### src/cpx_pkg.sv
// Shared constants, types and register layout for the exception unit
package cpx_pkg;

  // ************************************************************
  // Register offsets (byte addresses on the register bus)
  // ************************************************************
  localparam logic [4:0] OFF_CONFIG = 5'h00;
  localparam logic [4:0] OFF_SHADOW = 5'h04;
  localparam logic [4:0] OFF_CTRL = 5'h08;
  localparam logic [4:0] OFF_EXCEPTION_BASE = 5'h0c;
  localparam logic [4:0] OFF_STATUS = 5'h10;

  // ************************************************************
  // Capability register fields and reset values
  // ************************************************************
  localparam logic [2:0] CACHE_NONE = 3'h2;
  localparam int CFG_K23_LSB = 28;
  localparam int CFG_KU_LSB = 25;
  localparam int CFG_K0_LSB = 0;
  localparam logic [31:0] CFG_FIXED = 32'h8021_0580; // Hardwired bits
  localparam logic [31:0] CFG_WMASK = 32'h7e00_0007; // Writable fields

  // ************************************************************
  // Shadow select register fields
  // ************************************************************
  localparam int SS_LVL1_LSB = 4;
  localparam int SS_LEVELS = 5;
  localparam logic [31:0] SS_WMASK = 32'h00ff_fff1;
  localparam logic [3:0] SS_CODE_SET0 = 4'h0;
  localparam logic [3:0] SS_CODE_SET1 = 4'h1;

  // ************************************************************
  // Control and status register fields
  // ************************************************************
  localparam int CTL_PROBE = 0;
  localparam int CTL_BRK = 1;
  localparam int CTL_MULTI_VECTOR_MODE = 12;
  localparam int ST_BEV = 0;
  localparam int ST_ERL = 1;
  localparam int ST_SRF = 2;
  localparam int ST_NMI = 3;
  localparam int ST_EXL = 4;
  localparam int ST_IPL_LSB = 5;
  localparam int ST_CAUSE_LSB = 8;
  localparam int ST_DBG_LSB = 16;
  localparam int ST_SET = 24;
  localparam logic [31:0] EXCEPTION_BASE_RESET = 32'h8000_0000;
  localparam logic [31:0] EXCEPTION_BASE_WMASK = 32'hffff_f000;

  // ************************************************************
  // Vectors and cause codes
  // ************************************************************
  localparam logic [31:0] VEC_BOOT = 32'hbfc0_0000;
  localparam logic [31:0] VEC_DBG_NOPROBE = 32'hbfc0_0480;
  localparam logic [31:0] VEC_DBG_PROBE = 32'hbfc0_0200;
  localparam logic [31:0] VEC_GEN_OFF = 32'h0000_0180;
  localparam logic [4:0] CAUSE_INT = 5'h00;
  localparam logic [4:0] CAUSE_LOAD = 5'h04;
  localparam logic [4:0] CAUSE_FETCH = 5'h06;
  localparam logic [4:0] CAUSE_SYS = 5'h08;
  localparam logic [4:0] CAUSE_BRK = 5'h09;

  // Exception kinds, highest priority first
  typedef enum logic [3:0] {
    EXC_NONE = 4'b0000,
    EXC_RESET = 4'b0001,
    EXC_SOFT = 4'b0010,
    EXC_DSS = 4'b0011,
    EXC_DEBUG_INTERRUPT = 4'b0100,
    EXC_NMI = 4'b0101,
    EXC_INT = 4'b0110,
    EXC_DIB = 4'b0111,
    EXC_LOAD = 4'b1000,
    EXC_FETCH = 4'b1001,
    EXC_DBP = 4'b1010,
    EXC_SYS = 4'b1011,
    EXC_BRK = 4'b1100
  } cpx_exc_t;

  // Requests from the pipeline and interrupt controller
  typedef struct packed {
    logic soft_reset;
    logic debug_single_step;
    logic nmi;
    logic irq;
    logic [2:0] irq_level;
    logic instruction_breakpoint_match;
    logic load_misalign_error;
    logic fetch_bus_error;
    logic sw_debug_breakpoint;
    logic syscall;
    logic break_trap;
  } cpx_req_t;

  // Dispatch answer to the pipeline
  typedef struct packed {
    logic take;
    logic [3:0] kind;
    logic [31:0] vector;
    logic [4:0] cause_code;
    logic shadow_set;
  } cpx_disp_t;

endpackage

### src/cpx_exception_unit.sv
// Exception dispatcher, capability register and shadow set selection
// ************************************************************
// What this block does
// - Capability register bit 31 always reads one: second register exists.
// - High kernel and user segment cacheability reset to no-cache code.
// - Kernel segment zero coherency sits in bits 2-0, resets to no-cache.
// - Reserved capability bits read zero; software writes zero there.
// - Custom instruction presence bit 22 reads zero.
// - Bit 21 reads one: only simple byte enables used internally.
// - Bit 20 reads zero: fast multiply/divide unit.
// - Bit 16 reads one: split instruction and data SRAM ports.
// - Little endian bit 15 zero, family 00, revision 001.
// - Bits 9-7 report fixed address mapping code 011.
// - Highest priority pending exception wins in the fixed order.
// - Resets and NMI vector to boot address, set boot and error flags.
// - Debug exceptions vector by probe enable and set their debug bit.
// - Debug break request bit raises a debug interrupt.
// - Unmasked interrupt taken: update priority level, cause code zero.
// - General exceptions vector to base plus 0x180, set exception level.
// - Load misalign records cause 0x04, fetch bus error 0x06.
// - System call records cause 0x08, break records 0x09.
// - Four-bit shadow field per level one to five; 1 is set 1.
// - Low shadow bit gives single vector a shadow set.
// - Per-level shadow fields ignored while multi-vector mode is off.
// - Shadow register bits 3-1 read zero, writes ignored.
// ************************************************************
module cpx_exception_unit
  import cpx_pkg::*;
(
  input wire logic sys_clk,
  input wire logic rst,
  input wire logic [4:0] avs_address,
  input wire logic avs_read,
  input wire logic avs_write,
  input wire logic [3:0] avs_byteenable,
  input wire logic [31:0] avs_writedata,
  output logic [31:0] avs_readdata,
  output logic avs_waitrequest,
  input wire cpx_req_t exc_req,
  output cpx_disp_t dispatch,
  output logic simple_byte_enables,
  output logic [31:0] core_capability_config
);

  // ************************************************************
  // Decoding helpers
  // ************************************************************

  // Expand byte enables to a bit mask
  function automatic logic [31:0] lane_mask(input logic [3:0] be);
    logic [31:0] m;
    m = '0;
    for (int i = 0; i < 4; i++) begin
      m[i*8 +: 8] = {8{be[i]}};
    end
    return m;
  endfunction

  // Merge a masked write into a stored value
  function automatic logic [31:0] merge(input logic [31:0] old,
                                        input logic [31:0] wd,
                                        input logic [31:0] m);
    return (old & ~m) | (wd & m);
  endfunction

  // Fixed priority pick over all pending sources; the loop climbs
  // so the highest pending bit is the last one to overwrite the pick
  function automatic cpx_exc_t pick(input logic [11:0] p);
    cpx_exc_t k;
    k = EXC_NONE;
    for (int i = 0; i < 12; i++) begin
      if (p[i]) begin
        k = cpx_exc_t'(4'(12 - i));
      end
    end
    return k;
  endfunction

  // ************************************************************
  // State
  // ************************************************************
  logic bus_ack;
  logic [31:0] cfg_rw;
  logic [31:0] shadow_sel;
  logic [31:0] ctrl;
  logic [31:0] exception_base;
  logic boot_vector_select;
  logic error_level;
  logic soft_reset_flag;
  logic nmi_flag;
  logic exception_level;
  logic [2:0] interrupt_priority_level;
  logic [4:0] cause_code;
  logic [3:0] debug_bits;
  logic cur_shadow_set;
  logic reset_pending;
  logic probe_enabled;
  logic debug_break_request;
  logic multi_vector_mode;
  logic wr_hit;
  logic [31:0] wmask;
  logic [31:0] status_word;
  logic int_ok;
  logic [11:0] pending;
  cpx_exc_t next_kind;
  logic [31:0] next_vector;
  logic next_shadow;
  logic [3:0] lvl_field;

  assign probe_enabled = ctrl[CTL_PROBE];
  assign debug_break_request = ctrl[CTL_BRK];
  assign multi_vector_mode = ctrl[CTL_MULTI_VECTOR_MODE];
  assign wr_hit = avs_write && bus_ack;
  assign wmask = lane_mask(avs_byteenable);

  // ************************************************************
  // Register bus slave
  // ************************************************************

  // One wait cycle on every access keeps read data registered
  assign avs_waitrequest = (avs_read || avs_write) && !bus_ack;

  // Acknowledge toggles in then out so each access ends cleanly
  always_ff @(posedge sys_clk) begin
    if (rst) begin
      bus_ack <= 1'b0;
    end else begin
      bus_ack <= (avs_read || avs_write) && !bus_ack;
    end
  end

  // Capability word: fixed bits plus the three cacheability fields
  always_comb begin
    core_capability_config = CFG_FIXED |
                             (cfg_rw & CFG_WMASK);
  end
  assign simple_byte_enables = core_capability_config[21];

  // Own status word as seen by software
  always_comb begin
    status_word = '0;
    status_word[ST_BEV] = boot_vector_select;
    status_word[ST_ERL] = error_level;
    status_word[ST_SRF] = soft_reset_flag;
    status_word[ST_NMI] = nmi_flag;
    status_word[ST_EXL] = exception_level;
    status_word[ST_IPL_LSB +: 3] = interrupt_priority_level;
    status_word[ST_CAUSE_LSB +: 5] = cause_code;
    status_word[ST_DBG_LSB +: 4] = debug_bits;
    status_word[ST_SET] = cur_shadow_set;
  end

  // Read data captured in the wait cycle; unmapped reads return zero
  always_ff @(posedge sys_clk) begin
    if (rst) begin
      avs_readdata <= '0;
    end else if (avs_read && !bus_ack) begin
      case (avs_address)
        OFF_CONFIG: avs_readdata <= core_capability_config;
        OFF_SHADOW: avs_readdata <= shadow_sel & SS_WMASK;
        OFF_CTRL: avs_readdata <= ctrl;
        OFF_EXCEPTION_BASE: avs_readdata <= exception_base;
        OFF_STATUS: avs_readdata <= status_word;
        default: avs_readdata <= '0;
      endcase
    end
  end

  // Capability fields: only the cacheability triples take writes
  always_ff @(posedge sys_clk) begin
    if (rst) begin
      cfg_rw <= '0;
      cfg_rw[CFG_K23_LSB +: 3] <= CACHE_NONE;
      cfg_rw[CFG_KU_LSB +: 3] <= CACHE_NONE;
      cfg_rw[CFG_K0_LSB +: 3] <= CACHE_NONE;
    end else if (wr_hit && avs_address == OFF_CONFIG) begin
      cfg_rw <= merge(cfg_rw, avs_writedata, wmask & CFG_WMASK);
    end
  end

  // Shadow select register; unimplemented bits never store
  always_ff @(posedge sys_clk) begin
    if (rst) begin
      shadow_sel <= '0;
    end else if (wr_hit && avs_address == OFF_SHADOW) begin
      shadow_sel <= merge(shadow_sel, avs_writedata, wmask & SS_WMASK);
    end
  end

  // Exception base; low bits stay zero so the offset adds cleanly
  always_ff @(posedge sys_clk) begin
    if (rst) begin
      exception_base <= EXCEPTION_BASE_RESET;
    end else if (wr_hit && avs_address == OFF_EXCEPTION_BASE) begin
      exception_base <= merge(exception_base, avs_writedata,
                              wmask & EXCEPTION_BASE_WMASK);
    end
  end

  // Control: probe enable, break request, multi-vector mode
  always_ff @(posedge sys_clk) begin
    if (rst) begin
      ctrl <= '0;
    end else begin
      if (wr_hit && avs_address == OFF_CTRL) begin
        ctrl[CTL_PROBE] <= wmask[CTL_PROBE] ? avs_writedata[CTL_PROBE]
                                            : ctrl[CTL_PROBE];
        ctrl[CTL_MULTI_VECTOR_MODE] <= wmask[CTL_MULTI_VECTOR_MODE] ? avs_writedata[CTL_MULTI_VECTOR_MODE]
                                          : ctrl[CTL_MULTI_VECTOR_MODE];
      end
      // Break request self-clears once the debug interrupt is taken;
      // a fresh software set in that same cycle is kept
      if (wr_hit && avs_address == OFF_CTRL && wmask[CTL_BRK]) begin
        ctrl[CTL_BRK] <= avs_writedata[CTL_BRK];
      end else if (next_kind == EXC_DEBUG_INTERRUPT) begin
        ctrl[CTL_BRK] <= 1'b0;
      end
    end
  end

  // ************************************************************
  // Exception selection
  // ************************************************************

  // Interrupts wait while an exception or error level is active and
  // must exceed the current level, so a handler is not re-entered
  assign int_ok = exc_req.irq && !exception_level && !error_level &&
                  (exc_req.irq_level > interrupt_priority_level);

  // Pending vector, bit 11 is the highest priority
  always_comb begin
    pending = {reset_pending,
               exc_req.soft_reset,
               exc_req.debug_single_step,
               debug_break_request,
               exc_req.nmi,
               int_ok,
               exc_req.instruction_breakpoint_match,
               exc_req.load_misalign_error,
               exc_req.fetch_bus_error,
               exc_req.sw_debug_breakpoint,
               exc_req.syscall,
               exc_req.break_trap};
    next_kind = pick(pending);
  end

  // Shadow set for the level being accepted
  always_comb begin
    lvl_field = SS_CODE_SET0;
    if (exc_req.irq_level >= 3'd1 && exc_req.irq_level <= 3'(SS_LEVELS)) begin
      lvl_field = shadow_sel[SS_LVL1_LSB + 4 * (exc_req.irq_level - 3'd1)
                             +: 4];
    end
    if (multi_vector_mode) begin
      next_shadow = (lvl_field == SS_CODE_SET1);
    end else begin
      next_shadow = shadow_sel[0];
    end
  end

  // Vector for the chosen exception
  always_comb begin
    case (next_kind)
      EXC_RESET, EXC_SOFT, EXC_NMI: next_vector = VEC_BOOT;
      EXC_DSS, EXC_DEBUG_INTERRUPT, EXC_DIB, EXC_DBP: begin
        next_vector = probe_enabled ? VEC_DBG_PROBE
                                    : VEC_DBG_NOPROBE;
      end
      EXC_INT, EXC_LOAD, EXC_FETCH, EXC_SYS, EXC_BRK: begin
        next_vector = exception_base + VEC_GEN_OFF;
      end
      default: next_vector = '0;
    endcase
  end

  // Reset exception is dispatched in the first cycle after release
  always_ff @(posedge sys_clk) begin
    if (rst) begin
      reset_pending <= 1'b1;
    end else begin
      reset_pending <= 1'b0;
    end
  end

  // Dispatch output to the pipeline, a one-cycle take pulse
  always_ff @(posedge sys_clk) begin
    if (rst) begin
      dispatch <= '0;
    end else begin
      dispatch.take <= (next_kind != EXC_NONE);
      dispatch.kind <= next_kind;
      dispatch.vector <= next_vector;
      dispatch.cause_code <= cause_code;
      dispatch.shadow_set <= cur_shadow_set;
      case (next_kind)
        EXC_INT: dispatch.cause_code <= CAUSE_INT;
        EXC_LOAD: dispatch.cause_code <= CAUSE_LOAD;
        EXC_FETCH: dispatch.cause_code <= CAUSE_FETCH;
        EXC_SYS: dispatch.cause_code <= CAUSE_SYS;
        EXC_BRK: dispatch.cause_code <= CAUSE_BRK;
        default: dispatch.cause_code <= cause_code;
      endcase
      if (next_kind == EXC_INT) begin
        dispatch.shadow_set <= next_shadow;
      end
    end
  end

  // ************************************************************
  // Status flags: hardware set wins over a software clear
  // ************************************************************

  // Boot, error, soft-reset and NMI flags
  always_ff @(posedge sys_clk) begin
    if (rst) begin
      boot_vector_select <= 1'b1;
      error_level <= 1'b1;
      soft_reset_flag <= 1'b0;
      nmi_flag <= 1'b0;
    end else begin
      if (wr_hit && avs_address == OFF_STATUS && wmask[0]) begin
        if (avs_writedata[ST_BEV]) boot_vector_select <= 1'b0;
        if (avs_writedata[ST_ERL]) error_level <= 1'b0;
        if (avs_writedata[ST_SRF]) soft_reset_flag <= 1'b0;
        if (avs_writedata[ST_NMI]) nmi_flag <= 1'b0;
      end
      if (next_kind == EXC_RESET || next_kind == EXC_SOFT ||
          next_kind == EXC_NMI) begin
        boot_vector_select <= 1'b1;
        error_level <= 1'b1;
      end
      if (next_kind == EXC_SOFT) soft_reset_flag <= 1'b1;
      if (next_kind == EXC_NMI) nmi_flag <= 1'b1;
    end
  end

  // Exception level for the general exceptions
  always_ff @(posedge sys_clk) begin
    if (rst) begin
      exception_level <= 1'b0;
    end else if (next_kind == EXC_LOAD || next_kind == EXC_FETCH ||
                 next_kind == EXC_SYS || next_kind == EXC_BRK) begin
      exception_level <= 1'b1;
    end else if (wr_hit && avs_address == OFF_STATUS && wmask[0] &&
                 avs_writedata[ST_EXL]) begin
      exception_level <= 1'b0;
    end
  end

  // Priority level: taken from the accepted interrupt, else software
  always_ff @(posedge sys_clk) begin
    if (rst) begin
      interrupt_priority_level <= '0;
    end else if (next_kind == EXC_INT) begin
      interrupt_priority_level <= exc_req.irq_level;
    end else if (wr_hit && avs_address == OFF_STATUS && wmask[0]) begin
      interrupt_priority_level <= avs_writedata[ST_IPL_LSB +: 3];
    end
  end

  // Recorded cause code and the shadow set now in use
  always_ff @(posedge sys_clk) begin
    if (rst) begin
      cause_code <= '0;
      cur_shadow_set <= 1'b0;
    end else begin
      case (next_kind)
        EXC_INT: cause_code <= CAUSE_INT;
        EXC_LOAD: cause_code <= CAUSE_LOAD;
        EXC_FETCH: cause_code <= CAUSE_FETCH;
        EXC_SYS: cause_code <= CAUSE_SYS;
        EXC_BRK: cause_code <= CAUSE_BRK;
        default: cause_code <= cause_code;
      endcase
      if (next_kind == EXC_INT) begin
        cur_shadow_set <= next_shadow;
      end
    end
  end

  // Debug status bits: single step, interrupt, ibreak, sw breakpoint
  always_ff @(posedge sys_clk) begin
    if (rst) begin
      debug_bits <= '0;
    end else begin
      for (int i = 0; i < 4; i++) begin
        if (wr_hit && avs_address == OFF_STATUS && wmask[ST_DBG_LSB] &&
            avs_writedata[ST_DBG_LSB + i]) begin
          debug_bits[i] <= 1'b0;
        end
      end
      case (next_kind)
        EXC_DSS: debug_bits[0] <= 1'b1;
        EXC_DEBUG_INTERRUPT: debug_bits[1] <= 1'b1;
        EXC_DIB: debug_bits[2] <= 1'b1;
        EXC_DBP: debug_bits[3] <= 1'b1;
        default: ;
      endcase
    end
  end

endmodule

### config.mk
export PLATFORM = sky130hd
export DESIGN_NAME = cpx_exception_unit
export DESIGN_NICKNAME = d
export VERILOG_FILES = /design/src/cpx_pkg.sv /design/src/cpx_exception_unit.sv
export SDC_FILE = /design/constraint.sdc
export NUM_CORES = 1
export LEC_CHECK = 0
export ABC_CLOCK_PERIOD_IN_PS = 3140
export BUFFER_PORTS_ARGS = -buffer_cell sky130_fd_sc_hd__buf_2
export CAP_MARGIN = 20
export CORE_ASPECT_RATIO = 1.25
export CORE_MARGIN = 3
export CORE_UTILIZATION = 45
export CTS_BUF_LIST = sky130_fd_sc_hd__clkbuf_4 sky130_fd_sc_hd__clkbuf_8 sky130_fd_sc_hd__clkbuf_16
export CTS_CLUSTER_DIAMETER = 150
export DETAILED_ROUTE_END_ITERATION = 6
export PLACE_DENSITY = 0.69
export SYNTH_ARGS = -nofsm -noshare
export SYNTH_HDL_FRONTEND = slang
export SYNTH_SLANG_ARGS = --single-unit
### constraint.sdc
create_clock -name sys_clk -period 3.14 [get_ports sys_clk]
set_clock_uncertainty 0.15 [all_clocks]
set_input_delay 0.157 -clock sys_clk [delete_from_list [all_inputs] [get_ports sys_clk]]
set_output_delay 0.157 -clock sys_clk [all_outputs]
set_load 0.02 [all_outputs]
* After elaboration in Yosys (flattened, before gate mapping) *
Index checks and enable logic that the tools add are counted.

cells by class
  bitwise operators = 12
  muxes and demuxes = 39
  add/sub/neg operators = 3
  equality and inequality tests = 17
  shifts and indexed selects = 1
  $lt $le $gt $ge = 3
  reduce and logical (&&, ||, !) cells = 53

operators with widths
  operator                                                               count
  32-bit case mux with 5 select lines                                    1
  32-bit AND                                                             4
  32-bit bitwise OR                                                      3
  32-bit case mux with 3 select lines                                    1
  4-bit 2-to-1 mux                                                       13
  32-bit by 33-bit variable part select with 4-bit output                1
  32-bit by 9-bit adder with 32-bit output, second input constant        1
  32-bit by 24-bit AND with 32-bit output                                1
  32-bit by 31-bit AND with 32-bit output                                1
  24-bit inverter with 32-bit output                                     1
  31-bit inverter with 32-bit output                                     1
  32-bit inverter                                                        1
  5-bit case mux with 5 select lines                                     1
  2-bit nonzero test                                                     11
  4-bit equality test, second input constant                             5
  1-bit logical AND                                                      20
  1-bit 2-to-1 mux                                                       20
  4-bit by 3-bit equality test with 1-bit output, second input constant  4
  2-bit AND reduction                                                    6
  11-bit 2-to-1 mux                                                      1
  5-bit by 4-bit equality test with 1-bit output, second input constant  2
  4-bit by 1-bit equality test with 1-bit output, second input constant  2
  4-bit by 2-bit equality test with 1-bit output, second input constant  2
  4-bit by 6-bit adder with 7-bit output, first input constant           1
  16 further kinds                                                       24

word-level totals
  output and inout bits = 109
  input bits = 58
  bits in registers = 188

* Longest topological paths before layout *
  word-level depth = 17
  gate-level depth with buffers = 11
  mapped depth without buffers = 9

* Least setup slack after synthesis *
No wires, ideal clock.

  path type = in2reg
  start = input exc_req[6] (netlist name)
  end = register dispatch[24] (netlist name)
  stages = 10
  path slack = 791 ps
  buffers on the path = 2
  library setup time = 135 ps
  required time = 2,855 ps
  data arrival time = 2,063 ps
  cells stage by stage = clkbuf_1 > inv_1 > ha_1 > nand3_1 > and3_4 > a211oi_2 > nor4_4 > o21a_1 > buf_6 > nor3b_2

between the ends
  cells in the longest elaborated chain, start to end = 11
  elaborated cells between the ends (all ways) = 24
  classes of those cells = 1 x order compare; 12 x eq/ne; 7 x mux; 4 x reduce/logical

ends and longest elaborated chain
  element                                                                       line                       source
  from (decl)                                                                   cpx_exception_unit.sv:39   input wire cpx_req_t exc_req,
  3-bit greater-than comparator (*)                                             cpx_exception_unit.sv:228  (exc_req.irq_level > interrupt_priority_level);
  1-bit logical AND (*)                                                         cpx_exception_unit.sv:227  assign int_ok = exc_req.irq && !exception_level && !error_level &&
  4-bit 2-to-1 mux (*) (6 in series)                                            cpx_exception_unit.sv:72   if (p[i]) begin
  4-bit by 3-bit equality test with 1-bit output, or another cell as far along  cpx_exception_unit.sv:263  case (next_kind)
  5-bit OR reduction, or another cell as far along                              cpx_exception_unit.sv:263
  32-bit case mux with 3 select lines (*)                                       cpx_exception_unit.sv:263
  to (decl)                                                                     cpx_exception_unit.sv:40   output cpx_disp_t dispatch,

Every way passes the cells marked *; elsewhere a longest branch is shown, timed or not.
A chain may end at the register's enable or synchronous reset.

* Final worst setup path *
  start = input exc_req[8] (netlist name)
  end = register dispatch[16] (netlist name)

Same word-level chain as after synthesis.

==> flow_metrics.py <==
metrics = {
    "status": {
        "outcome": "finished, final reports clean",
    },
    "setup_path": {
        "cp.arrival_ns": 2.85,
        "worst_setup_path_start_kind": "input port",
        "worst-setup-path-type": "input port to flop",
        "reg2regPathDepth": 9,
        "end_kind": "flop",
        "critPathMaxFanout": 10,
        "crit_required_ns": 3.27,
    },
    "cts": {
        "cts.clk_slew.worst_paths_ns": 0.06,
        "cts_setup_buffers": 0,
        "clock_sinks": 133,
        "numCtsBuffers": 17,
        "cts-hold-fix-buffers": 35,
        "worstSkewPairLatency_ns": 0.42,
        "cts_tree": "done",
        "ctsRootBufferMaster": "clkbuf_16",
        "cts_resized": 0,
        "cts_buffer_depth": 2,
        "h-tree-depth": 4,
    },
    "routing": {
        "antenna_left": 0,
        "drt-pass1-iter-count": 5,
        "drtIter0Drc": 382,
        "wirelength_um": 17990,
        "wl_per_cell_um": 17.50,
        "remaining_drc_errors": 0,
        "via_per_inst": 5.461,
        "via_count": 5614,
    },
    "synthesis": {
        "synth-simple-area-share_pct": 23.40,
        "synth_top_area_cell": "dfxtp_1",
        "yosysUniqueCellTypes": 68,
        "synth_mux_area_share_pct": 9.096,
        "yosysWarnings": 0,
        "synth-seq-cells": 133,
        "syn_inst": 692,
        "synth_edf_count": 0,
        "synth_area_leaders": "dfxtp_1, mux2i_1, nor2_1",
        "async_flop_share_pct": 0,
        "synth_top_family_by_area": "simple AND/OR/NAND/NOR gates",
        "synth-xor-area-share_pct": 0.1434,
        "synthAdderAreaFrac_pct": 1.414,
        "synth_top_area_share_pct": 43.60,
        "synthFlopType": "dfxtp_1",
        "ys_seq_area_share_pct": 43.60,
        "synth-compound-area-share_pct": 14.42,
        "syn_avg_cell_area_um2": 8.825,
        "syn_area_mm2": 0.006107,
    },
    "cells_and_area": {
        "syn_to_final_growth_pct": 25.92,
        "seqCellArea_mm2": 0.002663,
        "final_cell_mix": "dfxtp_1, buf_2, nor2_1",
        "fin_cells": 1028,
        "final_common_cell": "dfxtp_1",
        "multi_input_area_mm2": 0.003084,
        "nets": 911,
        "drive_gt1_share_pct": 24.68,
        "n_fill_cell": 1183,
    },
    "grt": {
        "track_usage_pct": 24.26,
        "use_met2_pct": 40.65,
        "grt-busiest-layer": "met2",
        "grt_pass1_vias": 5407,
        "grt_use_met3_pct": 4.418,
        "grt_start_max_net_pins": 61,
        "antenna_found_initial": 1,
        "use_met1_pct": 31.04,
        "grt-ovfl-total": 0,
        "grt_pass1_wl_um": 28210,
    },
    "timing": {
        "rsz0062_at_grt": "false",
        "hold_violations": 0,
        "fmax_mhz": 368.3,
        "drv_slew": 0,
        "post-route-period-util_pct": 86.46,
        "tightest_slew_ns": 0.9156,
        "setup_slack_ns": 0.4251,
        "fin_setup_tns_ns": 0,
        "slew_headroom_pct": 38.89,
        "setup_violations": 0,
        "fin_crit_ns": 2.715,
    },
    "power_and_ir_drop": {
        "sw_frac_of_total_pct": 24.88,
        "powerDensity_mw_per_mm2": 517.2,
        "clkPwrFrac_pct": 47.4,
        "ir_drop_mv": 0.2682,
        "switchingPower_uw": 989.6,
        "leakagePower_nw": 3.192,
        "p_int_mw": 2.988,
        "power_frac_seq_pct": 43.3,
        "power_frac_comb_pct": 9.3,
    },
    "die": {
        "std_cell_rows": 46,
        "die_area_mm2": 0.01501,
        "die_w_um": 110.2,
        "ioPinCount": 167,
        "core_mm2": 0.01301,
        "die_height_um": 136.2,
        "start_util_pct": 46.95,
    },
    "flow_run": {
        "maxCapViolCount": 0,
    },
    "placement": {
        "portBuffers": 133,
        "post-place-ws_ns": 0.5504,
        "dp_hpwl_um": 13160,
        "place_congestion": 0.9714,
        "dp.cells": 961,
    },
    "worst_hold_path": {
        "hold_depth": 4,
        "hold_path.class": "input port to flop",
    },
}
worst max-delay path: stages:
cell,delay (ns)
dlygate4sd3_1,0.55
buf_2,0.17
ha_1,0.35
a21oi_2,0.18
o21ai_2,0.12
a2111oi_4,0.48
or2_1,0.40
mux2i_1,0.31
o32ai_1,0.14
kinds of logic (layout without fill, tap and decap cells):
kind of cell | after synthesis | count (layout)
xor gates and xnor gates | 1 | 1
buffers and inverters | 88 | 224
adders and majority gates | 7 | 7
muxes | 55 | 55
DFF | 133 | 133
AOI/OAI and AO/OA | 128 | 128
other | 2 | 34
and+or+nand+nor | 278 | 278
layout make-up:
class,count,share of cell area [%]
Clock buffer,21,6.085
Multi-Input combinational cell,502,40.11
Clock inverter,10,1.318
Timing Repair Buffer,181,14.51
Tap cell,168,2.733
Antenna cell,1,0.03254
Inverter,12,0.5857
Sequential cell,133,34.62
cell usage after synthesis (10+ instances only):
master    number
a21oi_1       40
a22oi_1       15
a31oi_1       10
buf_4         35
clkbuf_1      32
dfxtp_1      133
inv_1         11
mux2i_1       51
nand2_1       54
nand3_1       37
nor2_1       111
o21ai_0       15
power by group through the flow:
stage | combinational [mW] | sequential (mW) | clock [mW]
2_1_floorplan | 0.218 | 1.78 | 0
3_3_place_gp | 0.328 | 1.76 | 0
3_5_place_dp | 0.331 | 1.76 | 0
4_1_cts | 0.366 | 1.72 | 1.91
5_1_grt | 0.404 | 1.72 | 1.97
6_report | 0.370 | 1.72 | 1.89
metrics by stage:
step                hold WS, ns  utilization, %  total power [mW]  instance area [um2]
floorplan               0.03472               -             1.999                 6223
global placement         0.2418           52.03             2.087                 6768
detailed placement       0.2424           52.03             2.090                 6768
CTS                     0.01150           59.10             4.000                 7687
global route            0.03368           59.12             4.099                 7690
finish                  0.03033           59.12             3.978                 7690
final timing paths:
kind | slack, ns | startpoint | endpoint
worst max-delay path | 0.43 | exc_req[8] | dispatch[16]
worst min-delay path | 0.03 | avs_address[0] | avs_readdata[12]
worst max register to register | 0.53 | interrupt_priority_level[2] | dispatch[18]
worst min register to register | 0.30 | avs_readdata[12] | avs_readdata[12]
per-layer routing:
metal  up-vias  part of all wire (%)
li1       2697                     -
met3        25                   7.3
met4         0                   2.2
met1      2643                    41
met5         -                     0
met2       249                    50
(Power assumes the default switching activity.)
